===== config.mk =====
export PLATFORM = sky130hd
export DESIGN_NAME = sdm_host
export DESIGN_NICKNAME = d
export VERILOG_FILES = /design/src/sdm_pkg.sv /design/src/sdm_host.sv
export VERILOG_INCLUDE_DIRS = /design/src
export SDC_FILE = /design/constraint.sdc
export NUM_CORES = 1
export LEC_CHECK = 0
export ABC_AREA = 1
export ABC_CLOCK_PERIOD_IN_PS = 4000
export BUFFER_PORTS_ARGS = -buffer_cell sky130_fd_sc_hd__buf_2
export CORE_MARGIN = 4
export CORE_UTILIZATION = 55
export DETAILED_ROUTE_END_ITERATION = 6
export PLACE_DENSITY_LB_ADDON = 0.15
export RECOVER_POWER = 100
export SETUP_SLACK_MARGIN = 0.4
export SLEW_MARGIN = 20
export SYNTH_ARGS = -nofsm -noshare
export SYNTH_HDL_FRONTEND = slang
export SYNTH_SLANG_ARGS = --single-unit

===== constraint.sdc =====
create_clock -name clk_i -period 4 [get_ports clk_i]
set_input_delay 0.2 -clock clk_i [delete_from_list [all_inputs] [get_ports clk_i]]
set_output_delay 0.2 -clock clk_i [all_outputs]
set_load 0.01 [all_outputs]

===== src/sdm_regs.svh =====
// register offsets, fields and timing counts of the step and direction host
`ifndef SDM_REGS_SVH
`define SDM_REGS_SVH
`define SDM_ADDR_CTRL     4'h0
`define SDM_ADDR_STEP     4'h1
`define SDM_ADDR_STATUS   4'h2
`define SDM_CTRL_ENABLE   0
`define SDM_CTRL_SEQ_RST  1
`define SDM_CTRL_MODE_LO  2
`define SDM_CTRL_MODE_HI  3
`define SDM_STEP_DIR      16
`define SDM_CNT_W         16
`define SDM_HIGH_NS       10000
`define SDM_CLK_NS        20
`define SDM_SETUP_CYC     4
`define SDM_CTRL_RST      32'h0000_0005
`endif


===== src/sdm_pkg.sv =====
// types shared by the step and direction host
package sdm_pkg;
    typedef enum logic [1:0] {
        SDM_RES_FULL = 2'h0,
        SDM_RES_HALF = 2'h1,
        SDM_RES_EIGHTH = 2'h2,
        SDM_RES_SIXTEENTH = 2'h3
    } sdm_res_t;
    typedef struct packed {
        logic step;
        logic dir;
        logic enable;
        logic sequencer_reset_n;
        logic step_res_sel0;
        logic step_res_sel1;
    } sdm_pins_t;
endpackage


===== src/sdm_host.sv =====
// step and direction host controller driven over avalon-mm
`timescale 1ns/1ps
`include "sdm_regs.svh"
module sdm_host #(
    parameter int HIGH_CYC = (`SDM_HIGH_NS + `SDM_CLK_NS - 1) / `SDM_CLK_NS,
    parameter int LOW_CYC  = (`SDM_HIGH_NS + `SDM_CLK_NS - 1) / `SDM_CLK_NS
) (
    // clock and reset
    input  wire logic              clk_i,
    input  wire logic              rst_n_i,
    // avalon-mm slave
    input  wire logic [3:0]        avs_address_i,
    input  wire logic              avs_read_i,
    input  wire logic              avs_write_i,
    input  wire logic [31:0]       avs_writedata_i,
    output logic      [31:0]       avs_readdata_o,
    output logic                   avs_waitrequest_o,
    // pins to and from the driver board
    output sdm_pkg::sdm_pins_t     pins_o,
    input  wire logic              thermal_fault_i
);
    // step sequencer states
    typedef enum logic [3:0] {
        SDM_IDLE  = 4'b0001,
        SDM_SETUP = 4'b0010,
        SDM_HIGH  = 4'b0100,
        SDM_LOW   = 4'b1000
    } sdm_state_t;

    sdm_state_t             st_q, st_d;      // sequencer state
    logic [`SDM_CNT_W-1:0]  cnt_q, cnt_d;    // phase timer
    logic [`SDM_CNT_W-1:0]  left_q, left_d;  // steps still to issue
    logic                   dir_q, dir_d;    // direction level
    logic [3:0]             ctrl_q;          // enable, reset, mode
    logic [`SDM_CNT_W-1:0]  done_q;          // steps issued total
    logic                   rd_q;            // read answered flag
    logic [31:0]            rdata_q;         // read data flop
    logic                   th_s1_q, th_s2_q; // thermal synchroniser
    logic                   step_q;          // step pin flop

    // mode to select lines, fixed table
    function automatic logic [1:0] sdm_sel(input logic [1:0] m);
        unique case (m)
            sdm_pkg::SDM_RES_FULL:      sdm_sel = 2'h0;
            sdm_pkg::SDM_RES_HALF:      sdm_sel = 2'h1;
            sdm_pkg::SDM_RES_EIGHTH:    sdm_sel = 2'h3;
            sdm_pkg::SDM_RES_SIXTEENTH: sdm_sel = 2'h2;
        endcase
    endfunction

    // decode of bus accesses
    wire busy     = (st_q != SDM_IDLE);
    wire wr_ctrl  = avs_write_i && avs_address_i == `SDM_ADDR_CTRL;
    wire wr_step  = avs_write_i && avs_address_i == `SDM_ADDR_STEP;
    wire step_req = wr_step && !busy && ctrl_q[`SDM_CTRL_ENABLE];
    wire [1:0] sel = sdm_sel(ctrl_q[`SDM_CTRL_MODE_HI:`SDM_CTRL_MODE_LO]);
    wire [31:0] status = {13'h0, th_s2_q, busy,
                          dir_q, done_q};
    wire [31:0] rd_mux =
        (avs_address_i == `SDM_ADDR_CTRL)   ? {28'h0, ctrl_q} :
        (avs_address_i == `SDM_ADDR_STEP)   ? {16'h0, left_q} :
        (avs_address_i == `SDM_ADDR_STATUS) ? status : 32'h0;

    // reads wait one cycle for registered data; writes take at once
    assign avs_waitrequest_o = avs_read_i && !rd_q;
    assign avs_readdata_o    = rdata_q;

    // pins from flops
    assign pins_o.step              = step_q;
    assign pins_o.dir               = dir_q;
    assign pins_o.enable            = ctrl_q[`SDM_CTRL_ENABLE];
    assign pins_o.sequencer_reset_n = ~ctrl_q[`SDM_CTRL_SEQ_RST];
    // each select line only wins while its own mode strap is off; both straps on sit at full step
    assign pins_o.step_res_sel0     = sel[0];
    assign pins_o.step_res_sel1     = sel[1];

    // step sequencer next state
    always_comb begin
        st_d   = st_q;
        cnt_d  = cnt_q;
        left_d = left_q;
        dir_d  = dir_q;
        unique case (st_q)
            SDM_IDLE: begin
                if (step_req && avs_writedata_i[`SDM_CNT_W-1:0] != '0) begin
                    dir_d  = avs_writedata_i[`SDM_STEP_DIR];
                    left_d = avs_writedata_i[`SDM_CNT_W-1:0];
                    cnt_d  = `SDM_CNT_W'(`SDM_SETUP_CYC);
                    st_d   = SDM_SETUP;
                end
            end
            SDM_SETUP: begin
                // direction settles before the rising edge
                if (!ctrl_q[`SDM_CTRL_ENABLE]) begin
                    // enable dropped before the first pulse: drop job
                    left_d = '0;
                    st_d   = SDM_IDLE;
                end else if (cnt_q <= 1) begin
                    cnt_d = `SDM_CNT_W'(HIGH_CYC);
                    st_d  = SDM_HIGH;
                end else begin
                    cnt_d = cnt_q - 1'b1;
                end
            end
            SDM_HIGH: begin
                if (cnt_q <= 1) begin
                    cnt_d  = `SDM_CNT_W'(LOW_CYC);
                    left_d = left_q - 1'b1;
                    st_d   = SDM_LOW;
                end else begin
                    cnt_d = cnt_q - 1'b1;
                end
            end
            SDM_LOW: begin
                if (cnt_q > 1) begin
                    cnt_d = cnt_q - 1'b1;
                end else if (left_q != '0 && ctrl_q[`SDM_CTRL_ENABLE]) begin
                    cnt_d = `SDM_CNT_W'(HIGH_CYC);
                    st_d  = SDM_HIGH;
                end else begin
                    left_d = '0;
                    st_d   = SDM_IDLE;
                end
            end
        endcase
    end

    // sequencer and pin flops
    always_ff @(posedge clk_i or negedge rst_n_i) begin
        if (!rst_n_i) begin
            st_q   <= SDM_IDLE;
            cnt_q  <= '0;
            left_q <= '0;
            dir_q  <= 1'b0;
            step_q <= 1'b0;
            done_q <= '0;
        end else begin
            st_q   <= st_d;
            cnt_q  <= cnt_d;
            left_q <= left_d;
            dir_q  <= dir_d;
            step_q <= (st_d == SDM_HIGH);
            if (st_q == SDM_HIGH && st_d == SDM_LOW)
                done_q <= done_q + 1'b1;
        end
    end

    // control register; default half step, enabled
    always_ff @(posedge clk_i or negedge rst_n_i) begin
        if (!rst_n_i)
            ctrl_q <= 4'(`SDM_CTRL_RST);
        // only our enable, reset and select lines move; board straps stay as powered up
        else if (wr_ctrl)
            ctrl_q <= avs_writedata_i[3:0];
    end

    // read answer and thermal synchroniser
    always_ff @(posedge clk_i or negedge rst_n_i) begin
        if (!rst_n_i) begin
            rd_q    <= 1'b0;
            rdata_q <= '0;
            th_s1_q <= 1'b0;
            th_s2_q <= 1'b0;
        end else begin
            rd_q    <= avs_read_i && !rd_q;
            rdata_q <= rd_mux;
            th_s1_q <= thermal_fault_i;
            th_s2_q <= th_s1_q;
        end
    end

    // high phase lasts the full minimum width
    int hcnt_q;
    always_ff @(posedge clk_i or negedge rst_n_i) begin
        if (!rst_n_i)
            hcnt_q <= 0;
        else
            hcnt_q <= step_q ? hcnt_q + 1 : 0;
    end
endmodule


# [Yosys cells after proc, flatten, opt, wreduce, memory -nomap -nowiden]
# Index checks and enable logic that the tools add are counted.
[op_classes] addsub=3 n_lt_le_gt_ge=2 eq_ne=19 mux=23 n_bitwise=1 n_reduce_logical=17
[ops] cell="2-to-1 mux 16 bit" count=10
[ops] cell="one-hot mux 16 bit (4 select lines)" count=2
[ops] cell="2-to-1 mux 19 bit" count=3
[ops] cell="nonzero test 16 bit" count=2
[ops] cell="subtractor 16 x 1 -> 16 bit, second input constant" count=2
[ops] cell="2-to-1 mux 4 bit" count=5
[ops] cell="adder 16 x 1 -> 16 bit, second input constant" count=1
[ops] cell="greater-than comparator 16 x 1 -> 1 bit, second input constant" count=1
[ops] cell="<= comparator 16 x 1 -> 1 bit, second input constant" count=1
[ops] cell="one-hot mux 4 bit (4 select lines)" count=1
[ops] cell="inequality test 2 bit, second input constant" count=6
[ops] cell="== test 4 x 1 -> 1 bit, second input constant" count=2
[ops] cell="== test 4 x 2 -> 1 bit, second input constant" count=2
[ops] cell="== test 4 x 3 -> 1 bit, second input constant" count=2
[ops] cell="== test 4 bit, second input constant" count=2
[ops] cell="logical AND 1 bit" count=8
[ops] cell="one-hot mux 2 bit (4 select lines)" count=1
[ops] cell="AND reduction 5 bit" count=1
[ops] cell="== test 2 bit, second input constant" count=2
[ops] cell="logical NOT 4 bit" count=1
[ops] cell="inequality test 4 x 1 -> 1 bit, second input constant" count=1
[ops] cell="2-to-1 mux 3 bit" count=1
[ops] cell="inequality test 3 bit, second input constant" count=1
[ops] cell="AND reduction 3 bit" count=1
[ops] cell="other kinds (5)" count=6
[totals] reg_bits=80 out_inout_bits=39 wordCells=76

# [Longest topological paths before layout]
[depth] depth_word=9 mapped_depth=13 depth_no_buf=12

# [Worst setup path after synthesis]
# Ideal clock, no wire load.
[synth_path] path_kind="register to register" start="register cnt_q[0]" end="register done_q[7]" setup_ns=0.123 arrival_time_ns=1.662 setup_slack_ns=2.216 stages_incl_launch_ff=12 cell_sequence="dfrtp_1 > inv_1 > ha_1 > inv_2 > nand2_2 > nand2_1 > nor2_1 > nand3_2 > nor2_1 > buf_2 > nand2_1 > xor2_1"
[synth_between] elab_chain_len=6 elab_cells_between_ends=9 classes_between="order compare (2); eq/ne (1); mux (5); reduce/logical (1)"
[synth_lines] item="start, declared" line_no="sdm_host.sv:31" rtl="logic [`SDM_CNT_W-1:0] cnt_q, cnt_d;"
[synth_lines] item="start signal, assigned" line_no="sdm_host.sv:139" rtl="cnt_q <= cnt_d;"
[synth_lines] item="<= comparator 16 x 1 -> 1 bit" line_no="sdm_host.sv:98, sdm_host.sv:106"
[synth_lines] item="2-to-1 mux 4 bit" line_no="sdm_host.sv:98" rtl="end else if (cnt_q <= 1) begin"
[synth_lines] item="2-to-1 mux 4 bit" line_no="sdm_host.sv:94" rtl="if (!ctrl_q[`SDM_CTRL_ENABLE]) begin"
[synth_lines] item="one-hot mux 4 bit (4 select lines) (*)" line_no="sdm_host.sv:83" rtl="unique case (st_q)"
[synth_lines] item="== test 4 bit (*)" line_no="sdm_host.sv:143" rtl="if (st_q == SDM_HIGH && st_d == SDM_LOW)"
[synth_lines] item="logical AND 1 bit (*)" line_no="sdm_host.sv:143"
[synth_lines] item="end signal, assigned" line_no="sdm_host.sv:144" rtl="done_q <= done_q + 1'b1;"
[synth_lines] item="end, declared" line_no="sdm_host.sv:35" rtl="logic [`SDM_CNT_W-1:0] done_q;"
# Every way passes the cells marked *; elsewhere a longest branch is shown, timed or not.
# A chain may end at the register's enable or synchronous reset.

# [Final worst setup path]
[layout_path] start="register cnt_q[0]" end="register done_q[13]"
# Same word-level chain as after synthesis.

==> impl_metrics.env <==
export IMPL_status="finished with violations"
export IMPL_violations="max-capacitance violations, max-slew violations"
export IMPL_dp_hpwl_mm=8.524
export IMPL_syn_area_um2=4986
export IMPL_endpoint_kind="register"
export IMPL_yosys_warnings=0
export IMPL_fmax_mhz=340.3
export IMPL_drtIter0Drc=227
export IMPL_synth_simple_gate_area_share_pct=35.41
export IMPL_worstPathRequired_ns=4.23
export IMPL_yosysUniqueCellTypes=37
export IMPL_setup_tns_ns=0
export IMPL_critPathMaxFanout=12
export IMPL_cts_root_buf="clkbuf_8"
export IMPL_antenna_found_initial=0
export IMPL_cpLargestDelayFamily="compound AO/OA/AOI/OAI gates"
export IMPL_ir_drop_mv=0.2000
export IMPL_cts_repair_resized=0
export IMPL_max_cap_viol_count=1
export IMPL_dp_cells=805
export IMPL_hold_class="primary input to register"
export IMPL_hold_violations=0
export IMPL_synth_top_family_by_area="simple AND/OR/NAND/NOR gates"
export IMPL_boundaryPins=80
export IMPL_use_met1_pct=26.94
export IMPL_setup_slack_ns=1.062
export IMPL_gr_usage_met3_pct=4.561
export IMPL_cp_slowest_cell="o21ai_0"
export IMPL_final_nets=760
export IMPL_synth_edf_count=0
export IMPL_yosysSeqAreaShare_pct=40.23
export IMPL_cts_setup_buffers=0
export IMPL_core_area_um2=8763
export IMPL_wirelength_mm=11.63
export IMPL_dp_slack_ns=1.511
export IMPL_syn_inst=664
export IMPL_layout_drive_gt1_share_pct=10.49
export IMPL_grt_pass1_wl_mm=19.09
export IMPL_clk_insertion_delay_late_ns=0.35
export IMPL_cp_start_kind="register"
export IMPL_diodes=0
export IMPL_finalPower_mw=1.713
export IMPL_ctsHoldBuffers=1
export IMPL_initial_core_util_pct=56.90
export IMPL_synth_ff_type="dfrtp_1"
export IMPL_yosys_top_cells_count="nand2_1, dfrtp_1, nor2_1"
export IMPL_grt_use_met2_pct=40.80
export IMPL_critical_path_class="register to register"
export IMPL_die_area_um2=10650
export IMPL_finalSetupViolations=0
export IMPL_yosys_area_top_type="dfrtp_1"
export IMPL_async_reset_ff_share_pct=100.0
export IMPL_port_buffers=51
export IMPL_cts_htree_levels=3
export IMPL_cts_sinks=80
export IMPL_first_global_vias=4217
export IMPL_synth_most_common_cell="nand2_1"
export IMPL_dieWidth_um=103.2
export IMPL_vias_per_cell=5.371
export IMPL_die_h_um=103.2
export IMPL_row_count=34
export IMPL_vias=4420
export IMPL_crit_arrival_ns=3.17
export IMPL_clkSlewWorstSetupHoldPaths_ns=0.09
export IMPL_max_stage_delay_ns=1.09
export IMPL_syn2layout_area_growth_pct=7.679
export IMPL_clk_path_buf_depth=2
export IMPL_instances_no_fill=823
export IMPL_synth_compound_area_share_pct=8.055
export IMPL_synth_area_leaders="dfrtp_1, nand2_1, nand3_1"
export IMPL_dr_pass1_iters=5
export IMPL_synthMuxAreaShare_pct=0.2258
export IMPL_critical_path_buf_inv_count=2
export IMPL_grt_max_degree=81
export IMPL_cts_tree="done"
export IMPL_ys_ff_latch=80
export IMPL_path_cells="inv_1 -> ha_1 -> nand2_1 -> nor2_1 -> o21ai_0 -> nand2_1 -> nand2_1 -> inv_1 -> nand2_1 -> o21ai_0"
export IMPL_drt_drc_violations_left=0
export IMPL_avgSynthCellArea_um2=7.509
export IMPL_synth_xor_xnor_area_share_pct=3.689
export IMPL_antenna_left=0
export IMPL_maxSlewViolCount=34
export IMPL_relSlewSlack_pct=-10.26
export IMPL_nFillCells=843
export IMPL_track_usage_pct=22.87
export IMPL_grt_ovfl_total=0
export IMPL_synthAdderAreaFrac_pct=2.008
export IMPL_cts_buffers=9
export IMPL_finalCriticalPeriod_ns=2.938
export IMPL_worst_slew_pin_slew_ns=1.654
export IMPL_fin_worst_skew_ns=0.01197
export IMPL_finalWeightedCongestion=0.9341
export IMPL_crit_top_cell="nand2_1"
export IMPL_rsz0062_at_grt="false"
export IMPL_period_share_pct=73.46
export IMPL_p_leak_nw=2.677
export IMPL_synth_top_area_share_pct=38.64
export IMPL_grt_busiest_layer="met2"
export IMPL_p_per_area_nw_per_um2=319.1
export IMPL_wire_per_inst_um=14.13
## worst paths after layout
path	start	to	cells past startpoint	slack, ns
max in group asynchronous	rst_n_i	left_q[11]	3	1.25
setup / recovery	cnt_q[0]	done_q[13]	10	1.06
min in group asynchronous	rst_n_i	left_q[3]	2	0.80
hold reg to reg	th_s1_q	th_s2_q	0	0.36
setup reg to reg	cnt_q[0]	done_q[13]	10	1.06
hold / removal	avs_read_i	rd_q	3	0.06
## power by group
group          total (mW)  switching, mW  internal, mW
clock network       0.724          0.309         0.416
registers           0.856         0.0247         0.832
logic               0.133         0.0864        0.0461
## worst reg2reg max path, stage by stage (launching register included)
cell and delay [ns]:
dfrtp_1 0.44, inv_1 0.10, ha_1 0.29, nand2_1 0.19
nor2_1 0.11, o21ai_0 1.09, nand2_1 0.16, nand2_1 0.18
inv_1 0.12, nand2_1 0.07, o21ai_0 0.08
## per-stage QoR
stage | cell area (µm²) | utilization [%] | hold WS [ns]
floorplan | 5031 | - | -0.09559
global placement | 5210 | 59.45 | 0.3078
detailed placement | 5210 | 59.45 | 0.3093
CTS | 5460 | 62.31 | 0.04545
global route | 5369 | 61.27 | 0.06568
finish | 5369 | 61.27 | 0.05557
## cells by family (layout without fill, tap and decap cells)
family                   count (synthesis)  count (layout)
other                                    1              13
buffers and inverters                  110             149
flip-flops                              80              80
AND/OR/NAND/NOR                        379             379
AO/OA/AOI/OAI                           64              64
adder cells (fa/ha/maj)                  8               8
multiplexers                             1               1
XOR/XNOR                                21              21
## layout make-up
class / count / area, µm² / area share (%)
Tap cell: 108 / 135.1 / 2.517
Sequential cell: 80 / 2006 / 37.36
Clock inverter: 6 / 116.4 / 2.167
Timing Repair Buffer: 54 / 249.0 / 4.638
Clock buffer: 9 / 123.9 / 2.307
Multi-Input combinational cell: 486 / 2439 / 45.42
Inverter: 80 / 300.3 / 5.593
## layout by cell type, fill, tap and decap left out, types with 2 or more instances in the layout
master and n:
bufinv_16 3, nand3_1 64, dfstp_1 2, o211ai_1 3, dfrtp_1 77, nand2_4 3, nor2_8 2, xor2_1 17
ha_1 8, a21oi_1 6, clkbuf_1 25, nor2_1 74, buf_2 26, dlygate4sd3_1 2, inv_2 5, xnor2_1 4
nor2_2 6, nand3b_1 3, o21ai_0 31, nor3_1 14, nand2_2 5, o221ai_1 3, nand3_4 3, inv_1 73
nor2_4 4, o21ai_2 3, o22ai_1 17, clkinv_1 2, nand2_1 187, nand4_1 13, conb_1 13, clkbuf_8 9
clkinv_4 2
## sequential cells by signal (all words and copies together) (netlist names)
name and count:
avs_readdata_o 19, cnt_q 16, ctrl_q 4, dir_q 1
done_q 16, left_q 16, rd_q 1, st_q 4
step_q 1, th_s1_q 1, th_s2_q 1
## layer usage
metal,up-vias,wire (µm)
li1,2197,-
met1,2089,4838
met2,106,5868
met3,28,588
met4,0,331
met5,-,0
Power figures use the tool's default switching activity.
